### src/sheet_exit_pkg.sv
// shared constants, types and helpers for the sheet exit sequencer
// assumes a single 40 MHz clock domain (mclk) and no software-visible registers
`default_nettype none

package sheet_exit_pkg;

  localparam int CLK_PERIOD_NS = 25;
  localparam int DEB_TIME_NS   = 1000;
  localparam int DEB_CYCLES    = (DEB_TIME_NS + CLK_PERIOD_NS - 1) / CLK_PERIOD_NS;
  localparam int DEB_W         = 6;
  localparam int TMR_W         = 16;
  localparam int CNT_W         = 8;

  // sensor vector positions
  localparam int NSENS      = 5;
  localparam int SNS_MID    = 0;
  localparam int SNS_ENT    = 1;
  localparam int SNS_PADDLE = 2;
  localparam int SNS_TOP    = 3;
  localparam int SNS_PUNCH  = 4;

  // group sizes for collected stacks
  localparam logic [CNT_W-1:0] GROUP_MAX  = 8'h03;
  localparam logic [CNT_W-1:0] GROUP_LAST = 8'h04;
  localparam logic [CNT_W-1:0] GROUP_REM  = 8'h01;

  // values after reset
  localparam logic RST_OFFSET_FRONT = 1'b1;
  localparam logic RST_LEVER_EXTEND = 1'b1;

  typedef enum logic [1:0] {
    SPD_STOP = 2'b00,
    SPD_EXIT = 2'b01,
    SPD_COPY = 2'b10
  } speed_t;

  typedef enum logic [1:0] {
    MODE_SIMPLE = 2'b00,
    MODE_OFFSET = 2'b01,
    MODE_STAPLE = 2'b10
  } exit_mode_t;

  typedef enum logic [1:0] {
    PLATE_HOME    = 2'b00,
    PLATE_RECEIVE = 2'b01,
    PLATE_SQUARE  = 2'b10,
    PLATE_OUT     = 2'b11
  } plate_t;

  typedef enum logic [3:0] {
    ST_IDLE      = 4'b0000,
    ST_RECEIVE   = 4'b0001,
    ST_SETPOS    = 4'b0010,
    ST_PLATE     = 4'b0011,
    ST_PASS      = 4'b0100,
    ST_TAIL      = 4'b0101,
    ST_SHIFT_DLY = 4'b0110,
    ST_SHIFT     = 4'b0111,
    ST_ALIGN     = 4'b1000,
    ST_GROUP_OUT = 4'b1001,
    ST_NIP_OUT   = 4'b1010,
    ST_RAISE_DLY = 4'b1011,
    ST_PADDLE    = 4'b1100,
    ST_TRAY      = 4'b1101
  } seq_state_t;

  // sheets in the next stack: three, the remainder, or four to avoid a lone last sheet
  function automatic logic [CNT_W-1:0] group_size(input logic [CNT_W-1:0] total,
                                                  input logic [CNT_W-1:0] left);
    logic [CNT_W-1:0] rem;
    rem = total % GROUP_MAX;
    if (left == GROUP_LAST && rem == GROUP_REM)
      group_size = GROUP_LAST;
    else if (left < GROUP_MAX)
      group_size = left;
    else
      group_size = GROUP_MAX;
  endfunction

endpackage

`default_nettype wire

### src/sense_filter.sv
// two-stage synchroniser plus debounce for each sensor input
// assumes raw inputs are asynchronous pins; clean outputs are on mclk
`default_nettype none

module sense_filter (
  input  wire logic                            mclk,
  input  wire logic                            reset,
  input  wire logic [sheet_exit_pkg::NSENS-1:0] raw,
  output var  logic [sheet_exit_pkg::NSENS-1:0] clean
);
  import sheet_exit_pkg::*;

  logic [NSENS-1:0] meta_reg;
  logic [NSENS-1:0] sync_reg;
  logic [DEB_W-1:0] cnt_reg [NSENS];

  // first stage feeds only the second stage
  always_ff @(posedge mclk or posedge reset) begin
    if (reset) begin
      meta_reg <= '0;
      sync_reg <= '0;
    end else begin
      meta_reg <= raw;
      sync_reg <= meta_reg;
    end
  end

  // a level must hold steady for the full debounce time before it is believed
  for (genvar i = 0; i < NSENS; i++) begin : g_deb
    wire logic differs = sync_reg[i] != clean[i];
    wire logic settled = cnt_reg[i] == DEB_W'(DEB_CYCLES - 1);
    always_ff @(posedge mclk or posedge reset) begin
      if (reset) begin
        cnt_reg[i] <= '0;
        clean[i]   <= 1'b0;
      end else if (!differs) begin
        cnt_reg[i] <= '0;
      end else if (settled) begin
        cnt_reg[i] <= '0;
        clean[i]   <= sync_reg[i];
      end else begin
        cnt_reg[i] <= cnt_reg[i] + DEB_W'(1);
      end
    end
  end

endmodule

`default_nettype wire

### src/step_timer.sv
// one-shot down counter used for set positions and set delays
// assumes start and load come from logic on mclk
`default_nettype none

module step_timer (
  input  wire logic                            mclk,
  input  wire logic                            reset,
  input  wire logic                            start,
  input  wire logic [sheet_exit_pkg::TMR_W-1:0] load,
  output var  logic                            done
);
  import sheet_exit_pkg::*;

  logic [TMR_W-1:0] cnt_reg;
  logic             run_reg;

  // a load of zero still takes one cycle; a new start restarts the count
  always_ff @(posedge mclk or posedge reset) begin
    if (reset) begin
      cnt_reg <= '0;
      run_reg <= 1'b0;
      done    <= 1'b0;
    end else begin
      done <= 1'b0;
      if (start) begin
        cnt_reg <= load;
        run_reg <= 1'b1;
      end else if (run_reg) begin
        if (cnt_reg <= TMR_W'(1)) begin
          run_reg <= 1'b0;
          done    <= 1'b1;
        end else begin
          cnt_reg <= cnt_reg - TMR_W'(1);
        end
      end
    end
  end

endmodule

`default_nettype wire

### src/sheet_exit_sequencer.sv
// sequencer that carries sheets onto the movable output tray
// assumes host commands and config inputs are on mclk; sensors are raw pins
`default_nettype none

module sheet_exit_sequencer (
  input  wire logic                            mclk,
  input  wire logic                            reset,
  input  wire logic                            sheet_expected,
  input  wire logic [1:0]                      mode_cmd,
  input  wire logic [sheet_exit_pkg::CNT_W-1:0] job_count,
  input  wire logic                            host_exit_clear,
  input  wire logic                            punch_fitted,
  input  wire logic                            punch_start,
  input  wire logic                            mid_path_paper_sensor,
  input  wire logic                            entrance_path_sensor,
  input  wire logic                            paddle_home_sensor,
  input  wire logic                            stack_top_sensor,
  input  wire logic                            punch_stop_timing_sensor,
  input  wire logic [sheet_exit_pkg::TMR_W-1:0] cfg_set_pos,
  input  wire logic [sheet_exit_pkg::TMR_W-1:0] cfg_plate_time,
  input  wire logic [sheet_exit_pkg::TMR_W-1:0] cfg_tail_roller,
  input  wire logic [sheet_exit_pkg::TMR_W-1:0] cfg_tail_knurl,
  input  wire logic [sheet_exit_pkg::TMR_W-1:0] cfg_raise_delay,
  input  wire logic [sheet_exit_pkg::TMR_W-1:0] cfg_align_time,
  input  wire logic [sheet_exit_pkg::TMR_W-1:0] cfg_stack_exit,
  input  wire logic [sheet_exit_pkg::CNT_W-1:0] cfg_punch_pulses,
  output var  logic [1:0]                      entrance_feed_motor,
  output var  logic [1:0]                      middle_feed_motor,
  output var  logic [1:0]                      exit_roller_motor,
  output var  logic                            exit_roller_reverse,
  output var  logic                            roller_lower,
  output var  logic [1:0]                      plate_pos,
  output var  logic                            offset_shift,
  output var  logic                            offset_front,
  output var  logic                            paddle_run,
  output var  logic                            lever_extend,
  output var  logic                            tray_down,
  output var  logic                            punch_motor_run,
  output var  logic                            busy
);
  import sheet_exit_pkg::*;

  logic [NSENS-1:0] sens;
  logic [NSENS-1:0] sens_prev_reg;
  seq_state_t       state_reg, state_next;
  exit_mode_t       mode_reg, mode_next;
  logic [CNT_W-1:0] total_reg, total_next;
  logic [CNT_W-1:0] done_reg, done_next;
  logic [CNT_W-1:0] group_reg, group_next;
  logic [CNT_W-1:0] target_reg, target_next;
  logic [CNT_W-1:0] punch_cnt_reg;
  speed_t           ent_next, mid_next, stk_next;
  plate_t           plate_next;
  logic             rev_next, lower_next, shift_next, front_next;
  logic             paddle_next, lever_next, tray_next;
  logic             scrape_reg, scrape_next;
  logic             paddle_left_reg, paddle_left_next;
  logic             tmr_start;
  logic [TMR_W-1:0] tmr_load;
  logic             tmr_done;

  // sensor inputs are cleaned before any decision below looks at them
  sense_filter u_filter (
    .mclk  (mclk),
    .reset (reset),
    .raw   ({punch_stop_timing_sensor, stack_top_sensor, paddle_home_sensor,
             entrance_path_sensor, mid_path_paper_sensor}),
    .clean (sens)
  );

  // one shared timer: the sequence never needs two delays at once
  step_timer u_timer (
    .mclk  (mclk),
    .reset (reset),
    .start (tmr_start),
    .load  (tmr_load),
    .done  (tmr_done)
  );

  // decoded events and mode selection
  wire logic mid_rise    = sens[SNS_MID] & ~sens_prev_reg[SNS_MID];
  wire logic mid_fall    = ~sens[SNS_MID] & sens_prev_reg[SNS_MID];
  wire logic ent_fall    = ~sens[SNS_ENT] & sens_prev_reg[SNS_ENT];
  wire logic punch_pulse = sens[SNS_PUNCH] & ~sens_prev_reg[SNS_PUNCH];
  wire logic in_flight   = (state_reg == ST_PASS) || (state_reg == ST_TAIL);
  wire logic collect     = mode_reg != MODE_SIMPLE;
  wire logic offset_mode = mode_reg == MODE_OFFSET;
  wire exit_mode_t cmd_mode = (mode_cmd == 2'b01) ? MODE_OFFSET :
                              (mode_cmd == 2'b10) ? MODE_STAPLE : MODE_SIMPLE;
  wire logic [CNT_W-1:0] left_now  = total_reg - done_reg;
  wire logic [CNT_W-1:0] group_inc = group_reg + CNT_W'(1);
  wire logic [CNT_W-1:0] done_sum  = done_reg + group_reg;
  wire logic job_end   = done_sum >= total_reg;
  wire logic punch_hit = punch_cnt_reg + CNT_W'(1) >= cfg_punch_pulses;

  // next-state and output decode
  always_comb begin
    state_next       = state_reg;
    mode_next        = mode_reg;
    total_next       = total_reg;
    done_next        = done_reg;
    group_next       = group_reg;
    target_next      = target_reg;
    ent_next         = speed_t'(entrance_feed_motor);
    mid_next         = speed_t'(middle_feed_motor);
    stk_next         = speed_t'(exit_roller_motor);
    plate_next       = plate_t'(plate_pos);
    rev_next         = exit_roller_reverse;
    lower_next       = roller_lower;
    shift_next       = offset_shift;
    front_next       = offset_front;
    paddle_next      = paddle_run;
    lever_next       = lever_extend;
    tray_next        = tray_down;
    scrape_next      = 1'b0;
    paddle_left_next = paddle_left_reg;
    tmr_start        = 1'b0;
    tmr_load         = '0;

    // speed changes that follow the sheet while it is in the path
    if (in_flight && ent_fall)
      ent_next = SPD_EXIT;
    if (in_flight && host_exit_clear) begin
      mid_next = SPD_EXIT;
      if (collect) begin
        stk_next    = SPD_STOP;
        scrape_next = 1'b1;
      end
    end
    // reverse one cycle after the stop, never straight through
    if (scrape_reg) begin
      stk_next = SPD_COPY;
      rev_next = 1'b1;
    end

    case (state_reg)
      ST_IDLE: begin
        ent_next = SPD_STOP;
        mid_next = SPD_STOP;
        if (sheet_expected) begin
          mode_next = cmd_mode;
          if (done_reg == '0) begin
            total_next  = job_count;
            target_next = group_size(job_count, job_count);
          end
          ent_next   = SPD_EXIT;
          mid_next   = SPD_EXIT;
          state_next = ST_RECEIVE;
        end
      end
      ST_RECEIVE: begin
        if (mid_rise) begin
          tmr_start  = 1'b1;
          tmr_load   = cfg_set_pos;
          state_next = ST_SETPOS;
        end
      end
      ST_SETPOS: begin
        if (tmr_done) begin
          ent_next = SPD_COPY;
          mid_next = SPD_COPY;
          if (collect) begin
            plate_next = PLATE_RECEIVE;
            tmr_start  = 1'b1;
            tmr_load   = cfg_plate_time;
            state_next = ST_PLATE;
          end else begin
            lower_next = 1'b1;
            stk_next   = SPD_COPY;
            rev_next   = 1'b0;
            lever_next = 1'b0;
            state_next = ST_PASS;
          end
        end
      end
      ST_PLATE: begin
        if (tmr_done) begin
          lower_next = 1'b1;
          stk_next   = SPD_COPY;
          rev_next   = 1'b0;
          state_next = ST_PASS;
        end
      end
      ST_PASS: begin
        if (mid_fall) begin
          tmr_start  = 1'b1;
          tmr_load   = collect ? cfg_tail_knurl : cfg_tail_roller;
          state_next = ST_TAIL;
        end
      end
      ST_TAIL: begin
        if (tmr_done) begin
          lower_next = 1'b0;
          tmr_start  = 1'b1;
          tmr_load   = cfg_raise_delay;
          state_next = collect ? ST_SHIFT_DLY : ST_RAISE_DLY;
        end
      end
      ST_SHIFT_DLY: begin
        if (tmr_done) begin
          shift_next = offset_mode;
          tmr_start  = 1'b1;
          tmr_load   = cfg_align_time;
          state_next = ST_SHIFT;
        end
      end
      ST_SHIFT: begin
        if (tmr_done) begin
          stk_next   = SPD_STOP;
          rev_next   = 1'b0;
          plate_next = PLATE_SQUARE;
          tmr_start  = 1'b1;
          tmr_load   = cfg_align_time;
          state_next = ST_ALIGN;
        end
      end
      ST_ALIGN: begin
        if (tmr_done) begin
          group_next = group_inc;
          if (group_inc >= target_reg) begin
            lower_next = 1'b1;
            plate_next = PLATE_OUT;
            tmr_start  = 1'b1;
            tmr_load   = cfg_plate_time;
            state_next = ST_GROUP_OUT;
          end else begin
            state_next = ST_RECEIVE;
          end
        end
      end
      ST_GROUP_OUT: begin
        if (tmr_done) begin
          stk_next   = SPD_COPY;
          rev_next   = 1'b0;
          tmr_start  = 1'b1;
          tmr_load   = cfg_stack_exit;
          state_next = ST_NIP_OUT;
        end
      end
      ST_NIP_OUT: begin
        if (tmr_done) begin
          lower_next = 1'b0;
          plate_next = PLATE_HOME;
          tmr_start  = 1'b1;
          tmr_load   = cfg_raise_delay;
          state_next = ST_RAISE_DLY;
        end
      end
      ST_RAISE_DLY: begin
        if (tmr_done) begin
          paddle_next      = 1'b1;
          paddle_left_next = 1'b0;
          state_next       = ST_PADDLE;
        end
      end
      ST_PADDLE: begin
        // one rotation: leave home, then come back to it
        if (!sens[SNS_PADDLE])
          paddle_left_next = 1'b1;
        if (paddle_left_reg && sens[SNS_PADDLE]) begin
          paddle_next = 1'b0;
          stk_next    = SPD_STOP;
          lever_next  = 1'b1;
          state_next  = ST_TRAY;
        end
      end
      ST_TRAY: begin
        tray_next = sens[SNS_TOP];
        if (!sens[SNS_TOP]) begin
          tray_next  = 1'b0;
          state_next = ST_IDLE;
          if (collect) begin
            group_next = '0;
            front_next = offset_mode ? ~offset_front : offset_front;
            done_next  = job_end ? '0 : done_sum;
            target_next = group_size(total_reg, total_reg - done_sum);
          end
        end
      end
      default: state_next = ST_IDLE;
    endcase
  end

  // sequencer registers; outputs other than punch_motor_run come straight from these flops
  always_ff @(posedge mclk or posedge reset) begin
    if (reset) begin
      state_reg           <= ST_IDLE;
      mode_reg            <= MODE_SIMPLE;
      total_reg           <= '0;
      done_reg            <= '0;
      group_reg           <= '0;
      target_reg          <= '0;
      scrape_reg          <= 1'b0;
      paddle_left_reg     <= 1'b0;
      sens_prev_reg       <= '0;
      entrance_feed_motor <= SPD_STOP;
      middle_feed_motor   <= SPD_STOP;
      exit_roller_motor   <= SPD_STOP;
      exit_roller_reverse <= 1'b0;
      roller_lower        <= 1'b0;
      plate_pos           <= PLATE_HOME;
      offset_shift        <= 1'b0;
      offset_front        <= RST_OFFSET_FRONT;
      paddle_run          <= 1'b0;
      lever_extend        <= RST_LEVER_EXTEND;
      tray_down           <= 1'b0;
      busy                <= 1'b0;
    end else begin
      state_reg           <= state_next;
      mode_reg            <= mode_next;
      total_reg           <= total_next;
      done_reg            <= done_next;
      group_reg           <= group_next;
      target_reg          <= target_next;
      scrape_reg          <= scrape_next;
      paddle_left_reg     <= paddle_left_next;
      sens_prev_reg       <= sens;
      entrance_feed_motor <= ent_next;
      middle_feed_motor   <= mid_next;
      exit_roller_motor   <= stk_next;
      exit_roller_reverse <= rev_next;
      roller_lower        <= lower_next;
      plate_pos           <= plate_next;
      offset_shift        <= shift_next;
      offset_front        <= front_next;
      paddle_run          <= paddle_next;
      lever_extend        <= lever_next;
      tray_down           <= tray_next;
      busy                <= state_next != ST_IDLE;
    end
  end

  // punch motor: count timing pulses and stop on the programmed one
  always_ff @(posedge mclk or posedge reset) begin
    if (reset) begin
      punch_motor_run <= 1'b0;
      punch_cnt_reg   <= '0;
    end else if (punch_start && punch_fitted && !punch_motor_run) begin
      punch_motor_run <= 1'b1;
      punch_cnt_reg   <= '0;
    end else if (punch_motor_run && punch_pulse) begin
      punch_cnt_reg <= punch_cnt_reg + CNT_W'(1);
      if (punch_hit)
        punch_motor_run <= 1'b0;
    end
  end

endmodule

`default_nettype wire

### config.mk
export PLATFORM = sky130hd
export DESIGN_NAME = sheet_exit_sequencer
export DESIGN_NICKNAME = d
export VERILOG_FILES = /design/src/sheet_exit_pkg.sv /design/src/sense_filter.sv /design/src/step_timer.sv /design/src/sheet_exit_sequencer.sv
export SDC_FILE = /design/constraint.sdc
export NUM_CORES = 1
export LEC_CHECK = 0
export ABC_AREA = 1
export BUFFER_PORTS_ARGS = -buffer_cell sky130_fd_sc_hd__buf_2
export CAP_MARGIN = 20
export CORE_UTILIZATION = 51
export CTS_CLUSTER_DIAMETER = 80
export DETAILED_ROUTE_END_ITERATION = 6
export PLACE_DENSITY = 0.85
export SYNTH_ARGS = -nofsm -noshare
export SYNTH_HDL_FRONTEND = slang
export SYNTH_SLANG_ARGS = --single-unit
### constraint.sdc
create_clock -name mclk -period 4 [get_ports mclk]
set_input_delay 0.8 -clock mclk [delete_from_list [all_inputs] [get_ports mclk]]
set_output_delay 0.8 -clock mclk [all_outputs]
set_load 0.1 [all_outputs]
# == Word-level counts from Yosys, hierarchy flattened ==
# Index checks and enable logic that the tools add are counted.
# totals
latchBits,0
word_cells,282
ram_bits,0
mem_bits_ro,0
ff_bits,133
output_inout_bits,17
n_memories,0
# classes
n_mux,122
shift,0
bitwise,10
n_addsub,10
n_eq_ne,47
div,2
n_mul,0
n_reduce_logical,47
n_lt_le_gt_ge,6
# op_table
op,count
2-to-1 mux 16 bit,13
2-to-1 mux 8 bit,14
case mux 16 bit (7 select lines),1
2-to-1 mux 4 bit,16
2-to-1 mux 6 bit,10
case mux 4 bit (14 select lines),1
2-to-1 mux 2 bit,20
2-to-1 mux 1 bit,34
case mux 8 bit (2 select lines),2
"adder 6 x 1 -> 6 bit, second input constant",5
"== test 6 bit, second input constant",5
"== test 4 bit, second input constant",6
>= comparator 8 bit,3
"inequality test 2 bit, second input constant",10
AND reduction 2 bit,9
"adder 8 x 1 -> 8 bit, second input constant",2
"== test 4 x 3 -> 1 bit, second input constant",4
"== test 8 x 1 -> 1 bit, second input constant",2
"== test 8 x 3 -> 1 bit, second input constant",2
"less-or-equal comparator 16 x 1 -> 1 bit, second input constant",1
"< comparator 8 x 2 -> 1 bit, second input constant",2
"remainder unit 8 x 2 -> 8 bit, second input constant",2
case mux 2 bit (4 select lines),2
nonzero test 2 bit,8
other kinds (29),70

# == Depth between registers and ports, before layout ==
# logic_depth
word_depth,8
mapped_depth,28
depth_no_buf,28

# == By module ==
# Synthesis repeated with hierarchy kept, for this count alone.
# hier_totals
cells_unflattened,1284
area_unflattened_um2,9161.3
# by_module_without_submodules
mod,area_per_inst_um2,cells_each,n_inst
sheet_exit_sequencer,5854.4,863,1
sense_filter,1924.3,211,1
step_timer,1382.6,210,1

# == Worst setup path after synthesis ==
# No wires, ideal clock.
# synth_timing
path_kind,register -> register
startpoint,reg group_reg[0]
endpoint,reg target_reg[0]
stages_incl_launch_ff,24
t_required_ns,3.879
setup_slack_ns,0.632
synth_period_minus_slack_ns,3.368
arrival_time_ns,3.247
path_cell_list,dfrtp_1 ha_1 fa_1 nand3_1 and2_1 o21bai_1 a21oi_1 xor2_1 ha_1 a21oi_1 o21ai_0 a21oi_1 xor2_1 nand2_1 nor2_1 nand3_1 a21oi_1 nand3_1 nor2_1 nand3_1 nor2_2 nand2_2 nand2_1 a21oi_2
# synth_via
elab_chain_len,8
elab_cells_between_ends,10
classes_between,add/sub: 2; order compare: 1; eq/ne: 1; mux: 5; reduce/logical: 1
# synth_lines
element,line,text
"start, declared",sheet_exit_sequencer.sv:49,"logic [CNT_W-1:0] group_reg, group_next;"
"start signal, assigned",sheet_exit_sequencer.sv:313,group_reg <= group_next;
adder 8 bit (*),sheet_exit_sequencer.sv:92,wire logic [CNT_W-1:0] done_sum = done_reg + group_reg;
subtractor 8 bit (*),sheet_exit_sequencer.sv:276,"target_next = group_size(total_reg, total_reg - done_sum);"
< comparator 8 x 2 -> 1 bit / == test 8 x 3 -> 1 bit (equally long branches),"sheet_exit_pkg.sv:74, sheet_exit_pkg.sv:72",
2-to-1 mux 8 bit / logical AND 1 bit (equally long branches),"sheet_exit_pkg.sv:74, sheet_exit_pkg.sv:72",
2-to-1 mux 8 bit (*),sheet_exit_pkg.sv:72,if (left == GROUP_LAST && rem == GROUP_REM)
2-to-1 mux 8 bit (*),sheet_exit_sequencer.sv:272,if (collect) begin
2-to-1 mux 8 bit (*),sheet_exit_sequencer.sv:269,if (!sens[SNS_TOP]) begin
case mux 8 bit (2 select lines) (*),sheet_exit_sequencer.sv:136,case (state_reg)
"end signal, assigned",sheet_exit_sequencer.sv:314,target_reg <= target_next;
"end, declared",sheet_exit_sequencer.sv:50,"logic [CNT_W-1:0] target_reg, target_next;"
# Every way passes the cells marked *; elsewhere a longest branch is shown, timed or not. The select of a mux whose other input is x is not followed.
# A chain may end at the register's enable or synchronous reset.

# == Final worst setup path ==
# layout_timing
startpoint,reg group_reg[0]
endpoint,reg target_reg[1]
# Same word-level chain as after synthesis.

==> flow_summary.json <==
{
  "critPathKind": "register to register",
  "grtUsageMet3_pct": 5.36,
  "largest_register_ff_count": 30,
  "gpl.final_weighted_congestion": 1.01,
  "worst_skew_pair.late_latency_ps": 420,
  "finalCritPeriodShare_pct": 91.8,
  "violations": "design-rule violations",
  "synth.yosys.warnings": 0,
  "fin_hold_ws_ps": 275,
  "post_route_core_utilization_pct": 63.8,
  "cp_data_required_time_ps": 4310,
  "postSynthRegisterBits": 131,
  "worst-path-max-fanout": 7,
  "tritoncts": "yes",
  "grt_max_degree": 46,
  "syn_inst": 1139,
  "sw_frac_of_total_pct": 23.3,
  "synth_cell_types": 57,
  "setup_viol": 0,
  "antenna_violating_nets_post_route": 0,
  "path_common_cell": "sky130_fd_sc_hd__nand3_1",
  "worst_hold_path_type": "input port to async pin",
  "cell_internal_pwr_mw": 2.43,
  "first_global_vias": 8109,
  "syn-num-nets": 1326,
  "grt_first_pass_wirelength_mm": 38.8,
  "async_flop_share_pct": 100,
  "clock_tree.root_cell": "sky130_fd_sc_hd__clkbuf_16",
  "globalRouteOverflowTotal": 0,
  "area.growth.synth_to_final_pct": 20.4,
  "timing.critical_path.slowest_cell_delay_ps": 450,
  "cts_stage_hold_buffer_count": 0,
  "timing.critical_path.from_type": "register",
  "totalWireLength_mm": 23.6,
  "nNetsFinal": 1494,
  "route.detailed.drc": 1,
  "drt_iter0_markers": 797,
  "run_status": "finished with violations",
  "placement_rows": 46,
  "maxClockFrequency_mhz": 272,
  "die_x_um": 131,
  "postSynthAreaPerCell_um2": 7.50,
  "post-dp-hpwl_mm": 17.9,
  "timing_worst_slew_pin_value_ps": 692,
  "timing.critical_path.slowest_stage_cell": "sky130_fd_sc_hd__dfrtp_2",
  "initial_core_util_pct": 53.0,
  "post-route-min-period_ps": 3670,
  "detailedRoute.firstPassIterationCount": 7,
  "pin_count": 158,
  "switching_power_mw": 0.737,
  "design.die.area_um2": 17300,
  "pwr-share-clk_pct": 51.1,
  "power_density_nw_per_um2": 308,
  "seq_power_share_pct": 42.8,
  "fill_cells": 1371,
  "groute.layer.met1.usage_pct": 36.7,
  "detail_route.wl_per_cell_um": 15.3,
  "fin_worst_skew_ps": 6.54,
  "slew_viol_final": 0,
  "static_leak_nw": 5.37,
  "cts.path.max_buffers": 2,
  "netlist_area_um2": 8540,
  "cp_data_arrival_time_ps": 3980,
  "timing.slew.headroom_pct": 53.8,
  "antenna_cells_inserted": 0,
  "port_buffers": 157,
  "number_of_antenna_violations_at_the_first_check_in_global_routing": 0,
  "maxCapViolations": 0,
  "grt.busiest_layer": "met2",
  "h-tree-depth": 4,
  "cts_sinks": 131,
  "core_area_um2": 16100,
  "viasPerCell": 5.52,
  "tritoncts.num_buffers": 17,
  "synth-edff-count": 0,
  "post_route_cells_drive_above_1_share_pct": 18.8,
  "die_y_um": 131,
  "reg_clk_slew_reported_paths_ps": 60,
  "synth_ff_type": "sky130_fd_sc_hd__dfrtp_1",
  "synth_seq_area_share_pct": 38.4,
  "vias": 8480,
  "grt_util_all_layers_pct": 27.8,
  "power.share.combinational_pct": 6.1,
  "final_common_cell": "sky130_fd_sc_hd__nand2_1",
  "finalHoldViolCount": 0,
  "grt_use_met2_pct": 46.2,
  "worstPathCellList": "ha_2 -> fa_2 -> nand3_1 -> and2_4 -> o21bai_1 -> a21oi_2 -> xor2_1 -> ha_1 -> a21oi_1 -> o21ai_0 -> a21oi_1 -> xor2_1 -> nand2_1 -> nor2_2 -> nand3_1 -> a21oi_1 -> nand3_1 -> nor2_1 -> nand3_1 -> nor2_2 -> nand2_2 -> nand2_1 -> a21oi_2",
  "most_frequent_cells_in_the_layout": "sky130_fd_sc_hd__nand2_1, sky130_fd_sc_hd__inv_1, sky130_fd_sc_hd__buf_2",
  "worst_setup_path_end_kind": "register",
  "vdd_ir_drop_max_uv": 306
}
==> layer usage <==
metal  part of all wire [%]  wire length (um)
met4                    2.0               463
met3                    6.6              1550
met2                     48             11300
met5                      0                 0
met1                     43             10200
==> cell usage after synthesis, drive strengths merged (16+ instances only) <==
library cell | n | area, um^2
nand4 | 16 | 100
dfrtp | 129 | 3230
a21oi | 61 | 324
nand3 | 84 | 453
xor2 | 31 | 272
nor3 | 18 | 90.1
inv | 165 | 619
nor2 | 135 | 517
nand2 | 242 | 936
clkbuf | 17 | 63.8
ha | 44 | 551
o21ai | 79 | 414
==> power by group through the flow <==
| stage | combinational (mW) | clock [mW] | sequential (mW) |
|---|---|---|---|
| 2_1_floorplan | 0.0917 | 0 | 1.38 |
| 3_3_place_gp | 0.186 | 0 | 1.38 |
| 3_5_place_dp | 0.191 | 0 | 1.38 |
| 4_1_cts | 0.193 | 1.63 | 1.36 |
| 5_1_grt | 0.221 | 1.70 | 1.36 |
| 6_report | 0.194 | 1.62 | 1.36 |
==> cell type report <==
class                           instances  area [um^2]  share of cell area, %
Timing Repair Buffer                  166          891                   8.66
Clock buffer                           21          480                   4.67
Clock inverter                         11          140                   1.36
Tap cell                              216          270                   2.63
Inverter                              170          642                   6.24
Sequential cell                       131         3280                   31.9
Multi-Input combinational cell        821         4580                   44.5
==> cell families after synthesis <==
family	Yosys count	share of synthesized area (%)
compound gates	210	15.2
xor+xnor	44	4.51
fa+ha+maj	46	6.91
buf+inv	187	8.22
flops	131	38.4
mux	3	0.395
simple gates	518	26.3
==> worst max-delay path: cells and delay by family, from the launching register on <==
kind | cells | cell delay, ps
simple gates | 11 | 1030
fa+ha+maj | 3 | 870
compound gates | 7 | 820
flops | 1 | 450
xor+xnor | 2 | 380
==> what timing repair did <==
item,CTS,global route
gates resized for setup,0,6
buffers inserted,0,1
hold endpoints to repair,0,0
setup endpoints to repair,0,3
==> per-stage QoR <==
step           instance area (um^2)  cells  total power [mW]  setup WS, ps  setup TNS (ps)
6_report                      10300   1536              3.17           327               0
5_1_grt                       10300   1536              3.28         -55.1            -150
4_1_cts                       10200   1534              3.18           261               0
3_5_place_dp                   9620   1502              1.57           277               0
3_3_place_gp                   9620   1502              1.56           430               0
2_1_floorplan                  8550   1139              1.47           632               0
==> path summary, 6_finish.rpt <==
kind	start	to	slack [ps]	cells past startpoint
setup / recovery	group_reg[0]	target_reg[1]	330	23
hold / removal	reset	u_filter.cnt_reg[14]	280	2
setup reg to reg	group_reg[0]	target_reg[1]	330	23
hold reg to reg	u_filter.meta_reg[3]	u_filter.sync_reg[3]	350	0
max in group asynchronous	reset	lever_extend	2950	4
min in group mclk	u_filter.meta_reg[3]	u_filter.sync_reg[3]	350	0
No activity file was read; power rests on OpenSTA's default activity.
